`config.mk`:
```
export PLATFORM = sky130hd
export DESIGN_NAME = maf_align_host_flat
export DESIGN_NICKNAME = d
export VERILOG_FILES = /design/src/design/maf_pkg.sv /design/src/design/maf_reg_if.sv /design/src/design/maf_align_host.sv /design/src/flat_wrapper.sv
export SDC_FILE = /design/constraint.sdc
export NUM_CORES = 1
export LEC_CHECK = 0
export BUFFER_PORTS_ARGS = -buffer_cell sky130_fd_sc_hd__buf_2
export CORE_MARGIN = 10
export CORE_UTILIZATION = 44
export CTS_CLUSTER_DIAMETER = 120
export DETAILED_ROUTE_END_ITERATION = 8
export PLACE_DENSITY_LB_ADDON = 0.25
export SYNTH_ARGS = -nofsm -noshare
export SYNTH_HDL_FRONTEND = slang
export SYNTH_SLANG_ARGS = --single-unit
```
`constraint.sdc`:
```
create_clock -name clock_i -period 5.8 [get_ports clock_i]
set_input_delay 0.87 -clock clock_i [delete_from_list [all_inputs] [get_ports clock_i]]
set_output_delay 0.87 -clock clock_i [all_outputs]
set_load 0.05 [all_outputs]
```
`src/design/maf_pkg.sv`:
```
// Shared constants and helpers for the multi-channel alignment FIFO and its host controller.
package maf_pkg;
  localparam int NUM_LINKS = 8;
  localparam int FIFO_DEPTH = 10;
  localparam int PTR_W = 4;
  localparam int BYTE_W = 8;
  localparam int ADDR_W = 20;
  localparam int DATA_W = 32;
  localparam int CNT_W = 5;
  localparam int INF_W = 3;

  // Timing, in reference clock cycles (100 MHz, 10 ns period).
  localparam int CLK_PERIOD_NS = 10;
  localparam logic [CNT_W-1:0] READ_LATENCY = 5'h09;
  localparam logic [CNT_W-1:0] SKEW_MAX = 5'h12;
  localparam logic [INF_W-1:0] FRAMES_TO_INFRAME = 3'h4;
  localparam logic [PTR_W-1:0] LAST_ADDR = 4'h9;

  // Device register map.
  localparam logic [ADDR_W-1:0] REG_ALIGN_CTRL = 20'h30020;
  localparam logic [ADDR_W-1:0] REG_AIS_CTRL = 20'h30068;
  localparam logic [ADDR_W-1:0] REG_CHAN_EN = 20'h30070;
  localparam logic [ADDR_W-1:0] REG_ALARM = 20'h30074;
  localparam logic [ADDR_W-1:0] REG_STATUS = 20'h30078;
  localparam int BIT_REALIGN = 6;
  localparam int BIT_AIS = 6;
  localparam int BIT_OOS = 0;
  localparam int BIT_READING = 1;
  localparam logic [NUM_LINKS-1:0] CHAN_EN_RST = 8'hFF;
  localparam logic [DATA_W-1:0] REALIGN_VALUE = 32'h00000040;

  // Host controller register map (AXI4-Lite byte addresses).
  localparam int HA_W = 8;
  localparam logic [HA_W-1:0] H_DEV_ADDR = 8'h00;
  localparam logic [HA_W-1:0] H_DEV_WDATA = 8'h04;
  localparam logic [HA_W-1:0] H_CTRL = 8'h08;
  localparam logic [HA_W-1:0] H_DEV_RDATA = 8'h0C;
  localparam logic [HA_W-1:0] H_STATUS = 8'h10;
  localparam int C_WRITE = 0;
  localparam int C_READ = 1;
  localparam int C_UMI = 2;
  localparam int C_REALIGN = 3;
  localparam int C_AUTO = 4;
  localparam int S_BUSY = 0;
  localparam int S_DONE = 1;
  localparam int S_REFUSED = 2;
  localparam logic [1:0] RESP_OKAY = 2'h0;
  localparam logic [1:0] RESP_SLVERR = 2'h2;

  function automatic logic [DATA_W-1:0] swap32(input logic [DATA_W-1:0] v);
    return {v[7:0], v[15:8], v[23:16], v[31:24]};
  endfunction
endpackage

```
`src/design/maf_reg_if.sv`:
```
// Register access port between the host controller and the alignment FIFO device.
`timescale 1ns/1ps
interface maf_reg_if (
  input wire logic clock_i
);
  logic req;
  logic we;
  logic bus_user_master_port;
  logic [maf_pkg::ADDR_W-1:0] addr;
  logic [maf_pkg::DATA_W-1:0] wdata;
  logic ack;
  logic [maf_pkg::DATA_W-1:0] rdata;

  modport dev (input req, input we, input bus_user_master_port, input addr, input wdata, output ack, output rdata);
  modport host (output req, output we, output bus_user_master_port, output addr, output wdata, input ack,
                input rdata);
endinterface

```
`src/design/maf_align_host.sv`:
```
// Host controller: AXI4-Lite registers, device port accesses and the realignment sequence.
//
// Implementation choices: the register offsets and the AXI4-Lite interface to the registers.
`timescale 1ns/1ps
module maf_align_host (
  input wire logic clock_i, // Reference clock.
  input wire logic rst_i, // Synchronous reset, active high.
  input wire logic ce_i, // Clock enable; state freezes while low.
  input wire logic [maf_pkg::HA_W-1:0] s_axi_awaddr, // Write address.
  input wire logic s_axi_awvalid, // Write address valid.
  output logic s_axi_awready, // Write address ready.
  input wire logic [maf_pkg::DATA_W-1:0] s_axi_wdata, // Write data.
  input wire logic [3:0] s_axi_wstrb, // Write byte enables.
  input wire logic s_axi_wvalid, // Write data valid.
  output logic s_axi_wready, // Write data ready.
  output logic [1:0] s_axi_bresp, // Write response.
  output logic s_axi_bvalid, // Write response valid.
  input wire logic s_axi_bready, // Write response ready.
  input wire logic [maf_pkg::HA_W-1:0] s_axi_araddr, // Read address.
  input wire logic s_axi_arvalid, // Read address valid.
  output logic s_axi_arready, // Read address ready.
  output logic [maf_pkg::DATA_W-1:0] s_axi_rdata, // Read data.
  output logic [1:0] s_axi_rresp, // Read response.
  output logic s_axi_rvalid, // Read data valid.
  input wire logic s_axi_rready, // Read data ready.
  maf_reg_if.host regs, // Register port to the device.
  output logic busy_o // A commanded device access or a realignment write is running.
);
  typedef enum logic [2:0] {
    H_IDLE,
    H_ACC,
    H_CHK,
    H_W1,
    H_W2,
    H_POLL
  } maf_hstate_t;

  maf_hstate_t state;
  logic aw_got;
  logic w_got;
  logic [maf_pkg::HA_W-1:0] awaddr_q;
  logic [maf_pkg::DATA_W-1:0] wdata_q;
  logic [3:0] wstrb_q;
  logic commit;
  logic [maf_pkg::ADDR_W-1:0] dev_addr;
  logic [maf_pkg::DATA_W-1:0] dev_wdata;
  logic [maf_pkg::DATA_W-1:0] dev_rdata;
  logic [4:0] ctrl;
  logic done_flag;
  logic refused_flag;
  logic go_wr;
  logic go_rd;
  logic go_align;
  logic clr_done;
  logic clr_refused;
  logic ctrl_wr;
  logic umi_now;
  logic prev_oof;
  logic acc_done;
  logic [maf_pkg::DATA_W-1:0] ack_val;
  logic [maf_pkg::DATA_W-1:0] rmux;

  function automatic logic [maf_pkg::DATA_W-1:0] merge(input logic [maf_pkg::DATA_W-1:0] old,
      input logic [maf_pkg::DATA_W-1:0] nw, input logic [3:0] strb);
    logic [maf_pkg::DATA_W-1:0] r;
    r = old;
    for (int i = 0; i < 4; i++) begin
      if (strb[i]) begin
        r[i*8 +: 8] = nw[i*8 +: 8];
      end
    end
    return r;
  endfunction

  assign commit = aw_got & w_got & ~s_axi_bvalid;
  assign go_wr = commit && awaddr_q == maf_pkg::H_CTRL && wstrb_q[0] && wdata_q[maf_pkg::C_WRITE];
  assign go_rd = commit && awaddr_q == maf_pkg::H_CTRL && wstrb_q[0] && wdata_q[maf_pkg::C_READ];
  assign go_align = commit && awaddr_q == maf_pkg::H_CTRL && wstrb_q[0]
                    && wdata_q[maf_pkg::C_REALIGN];
  assign clr_done = commit && awaddr_q == maf_pkg::H_STATUS && wstrb_q[0]
                    && wdata_q[maf_pkg::S_DONE];
  assign clr_refused = commit && awaddr_q == maf_pkg::H_STATUS && wstrb_q[0]
                       && wdata_q[maf_pkg::S_REFUSED];
  assign acc_done = regs.req & regs.ack;
  assign ack_val = regs.bus_user_master_port ? maf_pkg::swap32(regs.rdata) : regs.rdata;
  assign ctrl_wr = commit && awaddr_q == maf_pkg::H_CTRL && wstrb_q[0];
  // A go and a path change in one write must already use the new path.
  assign umi_now = ctrl_wr ? wdata_q[maf_pkg::C_UMI] : ctrl[maf_pkg::C_UMI];

  // AXI write channels: address and data are taken in either order, response follows both.
  always_ff @(posedge clock_i) begin
    if (rst_i) begin
      aw_got <= 1'b0;
      w_got <= 1'b0;
      s_axi_awready <= 1'b0;
      s_axi_wready <= 1'b0;
      s_axi_bvalid <= 1'b0;
      s_axi_bresp <= maf_pkg::RESP_OKAY;
      awaddr_q <= '0;
      wdata_q <= '0;
      wstrb_q <= '0;
    end else if (ce_i) begin
      if (s_axi_awvalid && s_axi_awready) begin
        aw_got <= 1'b1;
        awaddr_q <= s_axi_awaddr;
        s_axi_awready <= 1'b0;
      end else if (!aw_got && !commit) begin
        s_axi_awready <= 1'b1;
      end
      if (s_axi_wvalid && s_axi_wready) begin
        w_got <= 1'b1;
        wdata_q <= s_axi_wdata;
        wstrb_q <= s_axi_wstrb;
        s_axi_wready <= 1'b0;
      end else if (!w_got && !commit) begin
        s_axi_wready <= 1'b1;
      end
      if (commit) begin
        aw_got <= 1'b0;
        w_got <= 1'b0;
        s_axi_bvalid <= 1'b1;
        s_axi_bresp <= (awaddr_q > maf_pkg::H_STATUS) ? maf_pkg::RESP_SLVERR : maf_pkg::RESP_OKAY;
      end else if (s_axi_bready) begin
        s_axi_bvalid <= 1'b0;
      end
    end
  end

  always_ff @(posedge clock_i) begin
    if (rst_i) begin
      dev_addr <= '0;
      dev_wdata <= '0;
      ctrl <= '0;
    end else if (ce_i && commit) begin
      unique case (awaddr_q)
        maf_pkg::H_DEV_ADDR: dev_addr <= maf_pkg::ADDR_W'(merge(32'(dev_addr), wdata_q, wstrb_q));
        maf_pkg::H_DEV_WDATA: dev_wdata <= merge(dev_wdata, wdata_q, wstrb_q);
        maf_pkg::H_CTRL: if (wstrb_q[0]) begin
          ctrl <= '0;
          ctrl[maf_pkg::C_UMI] <= wdata_q[maf_pkg::C_UMI];
          ctrl[maf_pkg::C_AUTO] <= wdata_q[maf_pkg::C_AUTO];
        end
        default: ctrl <= ctrl;
      endcase
    end
  end

  always_comb begin
    rmux = '0;
    unique case (s_axi_araddr)
      maf_pkg::H_DEV_ADDR: rmux = 32'(dev_addr);
      maf_pkg::H_DEV_WDATA: rmux = dev_wdata;
      maf_pkg::H_CTRL: rmux = 32'(ctrl);
      maf_pkg::H_DEV_RDATA: rmux = dev_rdata;
      maf_pkg::H_STATUS: rmux = {29'h0, refused_flag, done_flag, busy_o};
      default: rmux = '0;
    endcase
  end

  always_ff @(posedge clock_i) begin
    if (rst_i) begin
      s_axi_arready <= 1'b0;
      s_axi_rvalid <= 1'b0;
      s_axi_rdata <= '0;
      s_axi_rresp <= maf_pkg::RESP_OKAY;
    end else if (ce_i) begin
      if (s_axi_arvalid && s_axi_arready) begin
        s_axi_arready <= 1'b0;
        s_axi_rvalid <= 1'b1;
        s_axi_rdata <= rmux;
        s_axi_rresp <= (s_axi_araddr > maf_pkg::H_STATUS) ? maf_pkg::RESP_SLVERR
                                                         : maf_pkg::RESP_OKAY;
      end else begin
        if (s_axi_rvalid && s_axi_rready) begin
          s_axi_rvalid <= 1'b0;
        end
        if (!s_axi_rvalid) begin
          s_axi_arready <= 1'b1;
        end
      end
    end
  end

  // Sticky flags: a set in the same cycle as a clear wins.
  always_ff @(posedge clock_i) begin
    if (rst_i) begin
      done_flag <= 1'b0;
      refused_flag <= 1'b0;
    end else if (ce_i) begin
      if (state == H_W2 && acc_done) begin
        done_flag <= 1'b1;
      end else if (clr_done) begin
        done_flag <= 1'b0;
      end
      if (state == H_CHK && acc_done && |ack_val[maf_pkg::NUM_LINKS-1:0]) begin
        refused_flag <= 1'b1;
      end else if (clr_refused) begin
        refused_flag <= 1'b0;
      end
    end
  end

  // Each state that touches the device raises req, then drops it on the cycle ack is seen, unless H_CHK, H_POLL or H_W1 raises it again for the next write.
  always_ff @(posedge clock_i) begin
    if (rst_i) begin
      state <= H_IDLE;
      busy_o <= 1'b0;
      prev_oof <= 1'b0;
      dev_rdata <= '0;
      regs.req <= 1'b0;
      regs.we <= 1'b0;
      regs.bus_user_master_port <= 1'b0;
      regs.addr <= '0;
      regs.wdata <= '0;
    end else if (ce_i) begin
      if (acc_done) begin
        regs.req <= 1'b0;
      end
      unique case (state)
        H_IDLE: begin
          regs.bus_user_master_port <= umi_now;
          if (go_wr || go_rd) begin
            state <= H_ACC;
            busy_o <= 1'b1;
            regs.req <= 1'b1;
            regs.we <= go_wr;
            regs.addr <= dev_addr;
            regs.wdata <= umi_now ? maf_pkg::swap32(dev_wdata)
                                  : dev_wdata;
          end else if (go_align || ctrl[maf_pkg::C_AUTO]) begin
            state <= go_align ? H_CHK : H_POLL;
            busy_o <= go_align;
            regs.req <= 1'b1;
            regs.we <= 1'b0;
            regs.addr <= maf_pkg::REG_ALARM;
          end
        end
        H_ACC: if (acc_done) begin
          dev_rdata <= ack_val;
          state <= H_IDLE;
          busy_o <= 1'b0;
        end
        H_CHK, H_POLL: if (acc_done) begin
          prev_oof <= |ack_val[maf_pkg::NUM_LINKS-1:0];
          if (!(|ack_val[maf_pkg::NUM_LINKS-1:0]) && (state == H_CHK || prev_oof)) begin
            state <= H_W1;
            busy_o <= 1'b1;
            regs.req <= 1'b1;
            regs.we <= 1'b1;
            regs.addr <= maf_pkg::REG_ALIGN_CTRL;
            regs.wdata <= regs.bus_user_master_port ? maf_pkg::swap32(maf_pkg::REALIGN_VALUE)
                                   : maf_pkg::REALIGN_VALUE;
          end else begin
            state <= H_IDLE;
            busy_o <= 1'b0;
          end
        end
        H_W1: if (acc_done) begin
          state <= H_W2;
          regs.req <= 1'b1;
          regs.addr <= maf_pkg::REG_AIS_CTRL;
        end
        H_W2: if (acc_done) begin
          state <= H_IDLE;
          busy_o <= 1'b0;
        end
      endcase
    end
  end
endmodule

```
`src/flat_wrapper.sv`:
```
// flat-port wrapper written by rule: the top's interface ports become plain ports
module maf_align_host_flat 
  (clock_i, rst_i, ce_i, s_axi_awaddr, s_axi_awvalid, s_axi_awready, s_axi_wdata, s_axi_wstrb, s_axi_wvalid, s_axi_wready, s_axi_bresp, s_axi_bvalid, s_axi_bready, s_axi_araddr, s_axi_arvalid, s_axi_arready, s_axi_rdata, s_axi_rresp, s_axi_rvalid, s_axi_rready, busy_o, regs_req, regs_we, regs_bus_user_master_port, regs_addr, regs_wdata, regs_ack, regs_rdata);
  maf_reg_if regs_i (.clock_i(clock_i));
  input wire logic clock_i;
  input wire logic rst_i;
  input wire logic ce_i;
  input wire logic [maf_pkg::HA_W-1:0] s_axi_awaddr;
  input wire logic s_axi_awvalid;
  output logic s_axi_awready;
  input wire logic [maf_pkg::DATA_W-1:0] s_axi_wdata;
  input wire logic [3:0] s_axi_wstrb;
  input wire logic s_axi_wvalid;
  output logic s_axi_wready;
  output logic [1:0] s_axi_bresp;
  output logic s_axi_bvalid;
  input wire logic s_axi_bready;
  input wire logic [maf_pkg::HA_W-1:0] s_axi_araddr;
  input wire logic s_axi_arvalid;
  output logic s_axi_arready;
  output logic [maf_pkg::DATA_W-1:0] s_axi_rdata;
  output logic [1:0] s_axi_rresp;
  output logic s_axi_rvalid;
  input wire logic s_axi_rready;
  output logic busy_o;
  output wire logic [$bits(regs_i.req)-1:0] regs_req;
  output wire logic [$bits(regs_i.we)-1:0] regs_we;
  output wire logic [$bits(regs_i.bus_user_master_port)-1:0] regs_bus_user_master_port;
  output wire logic [$bits(regs_i.addr)-1:0] regs_addr;
  output wire logic [$bits(regs_i.wdata)-1:0] regs_wdata;
  input wire logic [$bits(regs_i.ack)-1:0] regs_ack;
  input wire logic [$bits(regs_i.rdata)-1:0] regs_rdata;
  assign regs_req = regs_i.req;
  assign regs_we = regs_i.we;
  assign regs_bus_user_master_port = regs_i.bus_user_master_port;
  assign regs_addr = regs_i.addr;
  assign regs_wdata = regs_i.wdata;
  assign regs_i.ack = regs_ack;
  assign regs_i.rdata = regs_rdata;
  maf_align_host u_core (.clock_i(clock_i), .rst_i(rst_i), .ce_i(ce_i), .s_axi_awaddr(s_axi_awaddr), .s_axi_awvalid(s_axi_awvalid), .s_axi_awready(s_axi_awready), .s_axi_wdata(s_axi_wdata), .s_axi_wstrb(s_axi_wstrb), .s_axi_wvalid(s_axi_wvalid), .s_axi_wready(s_axi_wready), .s_axi_bresp(s_axi_bresp), .s_axi_bvalid(s_axi_bvalid), .s_axi_bready(s_axi_bready), .s_axi_araddr(s_axi_araddr), .s_axi_arvalid(s_axi_arvalid), .s_axi_arready(s_axi_arready), .s_axi_rdata(s_axi_rdata), .s_axi_rresp(s_axi_rresp), .s_axi_rvalid(s_axi_rvalid), .s_axi_rready(s_axi_rready), .regs(regs_i), .busy_o(busy_o));
endmodule
```
======== Yosys cells after proc, flatten, opt, wreduce, memory -nomap -nowiden ========
Cells that the tools add are included.
storage, ports and cells
  input port bits ......................... 93
  flip-flop bits (word level) ............. 235
operators by class
  bitwise logic cells ..................... 4
  reductions and logical operators ........ 73
  equal/unequal tests ..................... 19
  mux-type cells .......................... 61
  magnitude comparators ................... 2
operator list
  kind                  count
  $mux W32              5
  $pmux W32 S5          1
  $mux W20              5
  $pmux W32 S2          1
  $pmux W20 S3          1
  $mux W1               34
  $mux W31              1
  $reduce_and A3 Y1     10
  $reduce_and A2 Y1     14
  $eq A8 B4 Y1 const B  3
  $logic_and A1 B1 Y1   20
  $reduce_and A5 Y1     4
  $mux W3               6
  $reduce_bool A2 Y1    9
  $eq A8 B3 Y1 const B  2
  $eq A8 B5 Y1 const B  2
  $gt A8 B5 Y1 const B  2
  $logic_not A8 Y1      2
  $pmux W3 S4           1
  $ne A2 B1 Y1 const B  5
  $reduce_or A8 Y1      1
  $eq A3 B2 Y1 const B  2
  $eq A3 B3 Y1 const B  2
  $mux W2               3
  13 further kinds      23

======== Longest topological paths before layout ========
Gate-level depths: netlist (run 1).
  depth in word-level cells ............... 9
  gate-level depth with buffers ........... 9
  depth with buffers taken out ............ 5

======== Worst setup path after synthesis (run 1) ========
OpenSTA, ideal clock, no wires.
  kind .................................... input to register
  start ................................... input s_axi_araddr[2] in the netlist's numbering
  end ..................................... register u_core.s_axi_rdata[10] in the netlist's numbering
  path slack .............................. 3.221 ns
  arrival time ............................ 2.451 ns
  required time ........................... 5.672 ns
  cell stages on the path ................. 7
  path buffers ............................ 3
  setup time .............................. 0.128 ns
  cell sequence ........................... clkbuf_1 -> buf_1 -> clkbuf_1 -> mux2i_1 -> nor2_1 -> a21oi_1 -> o21ai_0
on the way
  word-level cells in the longest chain between the ends .. 2
  elaborated cells between the ends (all ways) .. 6
RTL lines
  element                                     line                   source
  from (decl)                                 flat_wrapper.sv:18     input wire logic [maf_pkg::HA_W-1:0] s_axi_araddr;
  $eq A8 B5 Y1, or another cell as far along  maf_align_host.sv:150  unique case (s_axi_araddr)
  $pmux W32 S5 *                              maf_align_host.sv:150
  to (signal assigned)                        maf_align_host.sv:170  s_axi_rdata <= rmux;
  to (decl)                                   maf_align_host.sv:22   output logic [maf_pkg::DATA_W-1:0] s_axi_rdata,
Every way passes the cells marked *; elsewhere a longest branch is shown, timed or not.
A chain may end at the register's enable or synchronous reset.

======== Worst setup path in the final report (run 1) ========
  start ................................... register u_core.awaddr_q[7] in the netlist's numbering
  end ..................................... register u_core.regs.addr[14]
on the way
  word-level cells in the longest chain between the ends .. 7
  elaborated cells between the ends (all ways) .. 12
RTL lines
  element                                                             line                                                              source
  from (decl)                                                         maf_align_host.sv:41                                              logic [maf_pkg::HA_W-1:0] awaddr_q;
  from (signal assigned)                                              maf_align_host.sv:105                                             awaddr_q <= s_axi_awaddr;
  $eq A8 B4 Y1 *                                                      maf_align_host.sv:76, maf_align_host.sv:77, maf_align_host.sv:78
  $logic_and A1 B1 Y1 * (2 in series)                                 maf_align_host.sv:76, maf_align_host.sv:77, maf_align_host.sv:78
  $logic_and A1 B1 Y1 (on tied branches)                              maf_align_host.sv:79, maf_align_host.sv:76, maf_align_host.sv:77
  $logic_or A1 B1 Y1 (on tied branches)                               maf_align_host.sv:230, maf_align_host.sv:222
  $ne A3 B1 Y1 (no source line) or $mux W20 (tied branches)           n/a
  $reduce_and A6 Y1 (no source line) or $pmux W20 S3 (tied branches)  n/a
  to (signal assigned)                                                maf_align_host.sv:227                                             regs.addr <= dev_addr;
  to (signal assigned)                                                maf_align_host.sv:235                                             regs.addr <= maf_pkg::REG_ALARM;
  to (signal assigned)                                                maf_align_host.sv:250                                             regs.addr <= maf_pkg::REG_ALIGN_CTRL;
  to (decl)                                                           maf_reg_if.sv:15                                                  modport host (output req, output we, output bus_user_master_port, output addr, output wdata, input ack,
Marked as above.

==> results of run 1 <==
[power by group through the flow]
stage                     sequential (mW)  combinational [mW]  clock, mW
final                                1.62               0.145       1.72
after global placement               1.66               0.144          0
after detailed placement             1.66               0.145          0
after global routing                 1.62               0.160       1.81
after floorplan                      1.66              0.0780          0
after CTS                            1.62               0.145       1.74
[how the worst min path moves through the flow]
| stage | to | slack (ns) | start | depth (start not counted) |
|---|---|---|---|---|
| 2_1_floorplan | u_core.awaddr_q[6]$_SDFFE_PP0P_ | 0.43 | u_core.awaddr_q[6]$_SDFFE_PP0P_ | 2 |
| 5_1_grt | u_core.s_axi_rdata[24]$_SDFFE_PP0P_ | 0.47 | u_core.s_axi_rdata[24]$_SDFFE_PP0P_ | 2 |
| 3_5_place_dp | u_core.s_axi_rdata[6]$_SDFFE_PP0P_ | 0.44 | u_core.s_axi_rdata[6]$_SDFFE_PP0P_ | 2 |
| 6_report | u_core.awaddr_q[6]$_SDFFE_PP0P_ | 0.45 | u_core.awaddr_q[6]$_SDFFE_PP0P_ | 2 |
| 3_3_place_gp | u_core.s_axi_rdata[24]$_SDFFE_PP0P_ | 0.43 | u_core.s_axi_rdata[24]$_SDFFE_PP0P_ | 2 |
| 4_1_cts | u_core.awaddr_q[6]$_SDFFE_PP0P_ | 0.45 | u_core.awaddr_q[6]$_SDFFE_PP0P_ | 2 |
[stage by stage]
stage               total power, mW  hold slack [ns]  utilization  worst slack (ns)
floorplan                     1.741           0.4310            -             3.221
global placement              1.801           0.4315       0.4955             2.768
detailed placement            1.802           0.4410       0.4955             2.701
CTS                           3.511           0.4511       0.5362             2.780
global route                  3.589           0.4682       0.5362             2.650
finish                        3.487           0.4503       0.5362             2.802
[per-layer routing]
metal | GRT usage | vias to the layer above | routed length (microns)
met5 | 0 | - | 0
met4 | 0.03752 | 0 | 377
met3 | 0.05002 | 33 | 2494
met2 | 0.2769 | 287 | 12130
met1 | 0.2832 | 3939 | 14150
li1 | - | 4296 | -
[tightest hold or removal path: stages (launching register included)]
cell	delay, ns
dfxtp_1	0.30
nand2_1	0.05
a21oi_1	0.05
[registers in the layout, indices dropped and copies added, names as in the netlist, 2 cells and up]
signal / count
u_core.dev_rdata: 32
u_core.state: 3
u_core.ctrl: 2
u_core.awaddr_q: 8
u_core.dev_addr: 20
u_core.regs.addr: 20
u_core.regs.wdata: 32
u_core.s_axi_rdata: 32
u_core.wdata_q: 32
u_core.wstrb_q: 4
u_core.dev_wdata: 32
[kinds of logic (layout without fill, tap and decap cells)]
logic type / Yosys count / in the layout / synth area share
and+or+nand+nor: 430 / 430 / 0.1915
muxes: 104 / 104 / 0.1092
other: 1 / 2 / 0.0003820
xor gates and xnor gates: 1 / 1 / 0.0008925
adders and majority gates: 1 / 1 / 0.001020
buffers and inverters: 96 / 255 / 0.04283
AOI/OAI and AO/OA: 279 / 279 / 0.1790
DFF: 233 / 233 / 0.4752
[cells in the final DEF (no fill, tap or decap), drive strengths merged, types with 11 or more instances in the layout]
cell type | synthesis | routed
buf | 21 | 200
o21ai | 35 | 35
nand2b | 22 | 22
nand2 | 256 | 256
a21oi | 128 | 128
a211oi | 38 | 38
dfxtp | 233 | 233
nor2 | 78 | 78
nor4 | 11 | 11
a22oi | 14 | 14
o2bb2ai | 31 | 31
clkbuf | 66 | 34
nand3 | 11 | 11
mux2i | 100 | 100
nor3 | 14 | 14
[area by class of cell]
cell class,instances,share of cell area
sequential,233,0.3975
inverter,9,0.002878
tap,280,0.02985
clock buffer,34,0.05959
clock inverter,12,0.01631
timing repair buffer,200,0.08826
multi-input combinational,817,0.4056
==> impl_metrics.tcl, run 1 <==
set metrics [dict create \
    cp_data_arrival_time_ns 3.44 \
    rr_startpoint "u_core.awaddr_q[7]$_SDFFE_PP0P_" \
    routabilityCongestion 0.9213 \
    drt_iter0_markers 727 \
    avgSynthCellArea_sq_um 8.573 \
    crit_fanout 13 \
    combPwrFrac 0.042 \
    dpl_cell_area_sq_um 10850 \
    std_cell_rows 54 \
    async_reset_ff_frac 0 \
    switchingPower_uw 757.6 \
    fmax_mhz 333.6 \
    die-area_sq_um 28680 \
    syn_inst 1145 \
    relSlewSlack 0.3330 \
    setup_tns_ns 0 \
    clock-sinks 233 \
    holdBufCountCts 0 \
    synth_flop_cell "dfxtp_1" \
    root_buffer "clkbuf_16" \
    synth_common_cells "256 x nand2_1, 233 x dfxtp_1, 127 x a21oi_1" \
    multi_input_area_sq_um 4761 \
    endpoint "u_core.regs.addr[14]$_SDFFE_PP0P_" \
    clk-insertion-delay-late_ns 0.52 \
    synthMostInstantiatedCell "nand2_1" \
    viasPerCell 5.397 \
    stdcell_count 1585 \
    synth_top_cell_by_area "dfxtp_1" \
    drive_above_1_share 0.1985 \
    grt_max_degree 106 \
    worstSetupPathType "reg -> reg" \
    r2r_setup_slack_ns 2.80 \
    ir_drop_v 0.0001782 \
    max_stage_delay_ns 0.83 \
    skew_ns 0.01124 \
    cts_made_buffers 25 \
    core_area_sq_um 21890 \
    ys_warn_count 0 \
    antenna_found_initial 0 \
    gr-usage-all-layers 0.1925 \
    critPathSlowestCell "o311a_1" \
    critPathRequiredTime_ns 6.24 \
    ys_seq_elements 233 \
    drv_slew 0 \
    clock_power_share 0.493 \
    design_area_sq_um 11740 \
    hold_violations 0 \
    finalCriticalPeriod_ns 2.998 \
    seq_power_share 0.465 \
    start_kind "register" \
    leakage_nw 4.256 \
    drt_wl_total_microns 29150 \
    grt_pass1_wl_microns 45320 \
    path_delay_family "simple AND/OR/NAND/NOR gates" \
    netlist_area_sq_um 9816 \
    yosysTopAreaCellShare 0.4752 \
    dp_hpwl_microns 21410 \
    rsz0062_at_grt "no" \
    routed-via-count 8555 \
    initial_core_util 0.4484 \
    r2r_cells 5 \
    routedWlPerCell_microns 18.39 \
    hold_path_class "reg -> reg" \
    fillers 2110 \
    die_x_microns 169.4 \
    h-tree-depth 1 \
    outcome "finished, final reports clean" \
    max_slew.worst_pin.slew_ns 1.000 \
    first_pass_iters 5 \
    setup_violations 0 \
    first_global_vias 8097 \
    pin_count 190 \
    postCtsSetupBuffers 0 \
    regArea_sq_um 4666 \
    clockBufferDepth 3 \
    max_cap_violations 0 \
    path_cells "or3_1 > or4_4 > a21oi_2 > o311a_1 > mux2i_1" \
    path_buf_inv 0 \
    drc 0 \
    cp-startpoint "u_core.awaddr_q[7]$_SDFFE_PP0P_" \
    placedCellCount 1539 \
    seq_area_frac_synth 0.4752 \
    ys_types 60 \
    n_antenna_cell 0 \
    finalNetCount 1379 \
    p_int_mw 2.730 \
    synth_edf_count 0 \
    gr-total-overflow 0 \
    ant_nets 0 \
    cts_tree "done" \
    powerDensity_nw_per_um2 297.1 \
    syn2layout_area_growth_pct 19.58 \
    clk_pin_slew_worst_paths_ns 0.06 \
    switching_share 0.2172 \
    cts.repair.resized 0 \
    synth.area.top_cells "dfxtp_1 48%, mux2i_1 10%, nand2_1 9.8%" \
    end_kind "register" \
    crit_cells 5 \
    finalCritPeriodShare 0.5168 \
    die_h_microns 169.4 \
    r2r_end "u_core.regs.addr[14]$_SDFFE_PP0P_" \
    port_buffers 187 \
]
No activity file was read; power rests on OpenSTA's default activity.
==> run 2, diff against run 1 <==
ABC_AREA = 1   (was default)
clock period = 3.1 ns   (was 5.8 ns; I/O delays follow)
==> run 2 against run 1 <==
  * Die area up 2.6%
  * Sequential share of layout area down 1.0 points
  * Sequential power up 110%
  * Count of clock-buffer cells in the layout up 5
  * Via count up 17%
  * Flip-flop and latch count unchanged
  * Routed wire length up 14%
  * Worst setup slack worse by 2.2 ns
  * Global-route usage up 2.8 points
  * Critical path depth up 5
  * Total power rose to 2.5 times the previous value
  * Largest cell class is now registers
  * Largest power group is now registers
  * Highest routed layer unchanged
==> impl_metrics.tcl, run 2 <==
set metrics [dict create \
    stdcell_count 1906 \
    leakage_nw 5.177 \
    viasPerCell 5.255 \
    grt_max_degree 92 \
    end_kind "register" \
    worstSetupPathType "reg -> reg" \
    routabilityCongestion 0.9388 \
    syn_inst 1445 \
    yosysTopAreaCellShare 0.4618 \
    top_layer "met4" \
    max_slew.worst_pin.slew_ns 0.8848 \
    initial_core_util 0.4461 \
    finalCriticalPeriod_ns 2.510 \
    multi_input_area_sq_um 4561 \
    setup_violations 0 \
    rr_startpoint "u_core.awaddr_q[7]$_SDFFE_PP0P_" \
    pin_count 190 \
    grt_pass1_wl_microns 51850 \
    drc 0 \
    outcome "finished, final reports clean" \
    drt_iter0_markers 1074 \
    ant_nets 0 \
    dp_hpwl_microns 24410 \
    clk-insertion-delay-late_ns 0.53 \
    switchingPower_mw 3.116 \
    syn2layout_area_growth_pct 19.31 \
    drt-met1-wl_microns 14670 \
    async_reset_ff_frac 0 \
    skew_ns 0.01804 \
    std_cell_rows 55 \
    rsz0062_at_grt "no" \
    synth_top_cell_by_area "dfxtp_1" \
    first_pass_iters 7 \
    cts_tree "done" \
    clk_pin_slew_worst_paths_ns 0.06 \
    ys_seq_elements 233 \
    seq_power_share 0.386 \
    crit_fanout 32 \
    routed-via-count 10020 \
    muxShareOfSynthArea 0 \
    relSlewSlack 0.4095 \
    yosys.area_share.simple 0.2537 \
    synth-xor-area-share 0 \
    cp-startpoint "u_core.awaddr_q[7]$_SDFFE_PP0P_" \
    critPathRequiredTime_ns 3.51 \
    wl_met3_microns 3069 \
    first_global_vias 9489 \
    fillers 2221 \
    drive_above_1_share 0.1747 \
    final_cell_mix "323 x nand2_1, 233 x dfxtp_1, 221 x nor2_1" \
    die_h_microns 171.5 \
    finalPower_mw 8.754 \
    routedWlPerCell_microns 17.44 \
    synth_top_family_by_area "simple AND/OR/NAND/NOR gates" \
    port_buffers 187 \
    synth_fa_ha_area_frac 0 \
    clockBufferDepth 3 \
    synth_compound_area_frac 0.1965 \
    ir_drop_v 0.0004329 \
    fmax_mhz 398.4 \
    synth_edf_count 0 \
    cp_data_arrival_time_ns 2.92 \
    cts_made_buffers 26 \
    combPwrFrac 0.264 \
    root_buffer "clkbuf_16" \
    ys_types 35 \
    hp-start "s_axi_wdata[27]" \
    placedCellCount 1857 \
    switching_share 0.3559 \
    antenna_found_initial 0 \
    postCtsSetupBuffers 0 \
    hold_path_class "in -> reg" \
    p_int_mw 5.638 \
    h-tree-depth 1 \
    die_x_microns 171.5 \
    avgSynthCellArea_sq_um 6.990 \
    seq_area_frac_synth 0.4618 \
    cts.repair.resized 0 \
    gr-usage-all-layers 0.2206 \
    die-area_sq_um 29420 \
    finalCritPeriodShare 0.8098 \
    drt_wl_total_microns 33240 \
    finalNetCount 1693 \
    core_area_sq_um 22640 \
    clock-sinks 233 \
    final_common_cell "nand2_1" \
    netlist_area_sq_um 10100 \
    synth.area.top_cells "dfxtp_1 46%, nand2_1 12%, o21ai_0 8.7%" \
    clock_power_share 0.350 \
    regArea_sq_um 4664 \
    gr-total-overflow 0 \
    wl_met2_microns 14660 \
    powerDensity_nw_per_um2 726.4 \
    dpl_cell_area_sq_um 11190 \
    place_ws_ns 0.6548 \
    ys_warn_count 0 \
    setup_tns_ns 0 \
    drv_slew 0 \
    holdBufCountCts 0 \
    start_kind "register" \
    design_area_sq_um 12050 \
    synthMostInstantiatedCell "nand2_1" \
    fin_ws_ns 0.5897 \
    max_cap_violations 0 \
    synth_common_cells "323 x nand2_1, 233 x dfxtp_1, 221 x nor2_1" \
    synth_flop_cell "dfxtp_1" \
    hold_violations 0 \
]
==> run 2: cell types whose count changed after synthesis, sizes merged, moves of 22 or more <==
cell | previous run | this run
a211oi | 38 | 10
inv | 9 | 117
o21ai | 35 | 197
mux2i | 100 | 0
nand2b | 22 | 0
nor2 | 78 | 229
nand3 | 11 | 53
o2bb2ai | 31 | 0
nand2 | 256 | 332
a31oi | 3 | 25
==> run 2: worst paths after layout <==
kind	to	slack, ns	depth (start not counted)
max	u_core.regs.wdata[11]$_SDFFE_PP0P_	0.59	10
min	u_core.wdata_q[27]$_SDFFE_PP0P_	0.18	3
max reg2reg	u_core.regs.wdata[11]$_SDFFE_PP0P_	0.59	10
min reg2reg	u_core.awaddr_q[0]$_SDFFE_PP0P_	0.45	2
==> run 2: kinds of logic (layout without fill, tap and decap cells) <==
group / Yosys count / count (layout)
compound gates: 375 / 375
buf+inv: 205 / 379
flops: 233 / 233
other cells: 1 / 3
simple gates: 631 / 631
==> run 2: layout make-up <==
class | count | share of cell area
inverters | 118 | 0.03738
diodes | 1 | 0.0002076
clock inverters | 9 | 0.006644
clock buffers | 39 | 0.06478
well taps | 285 | 0.02959
multi-input cells | 1008 | 0.3784
repair buffers | 213 | 0.09593
flip-flops and latches | 233 | 0.3870
==> run 2: power groups by stage <==
stage / logic, mW / clock network (mW) / registers, mW
final: 2.31 / 3.06 / 3.38
after global routing: 2.53 / 3.22 / 3.41
after CTS: 2.32 / 3.10 / 3.38
after detailed placement: 2.31 / 0 / 3.44
after global placement: 2.29 / 0 / 3.44
after floorplan: 1.09 / 0 / 4.13
==> run 2: layer usage <==
layer / global-route usage / vias up
met1: 0.3022 / 4555
met5: 0 / -
met2: 0.3462 / 412
li1: - / 4995
met4: 0.05444 / 0
met3: 0.04584 / 54
==> run 2: critical path: stages (launching register included) <==
cell and delay, ns:
dfxtp_1 0.31, nor2_1 0.19, nand2_2 0.13, nor2_1 0.27
nand2_1 0.15, nand2_1 0.12, nand2_1 0.49, o21ai_0 0.37
nor2_1 0.07, nor2_1 0.19, nor2_1 0.07
==> run 2: metrics by stage <==
step / util / hold WS, ns
after floorplan: - / 0.4236
after global placement: 0.4942 / 0.4356
after detailed placement: 0.4942 / 0.4384
after CTS: 0.5322 / 0.1687
after global routing: 0.5322 / 0.1879
final: 0.5323 / 0.1762
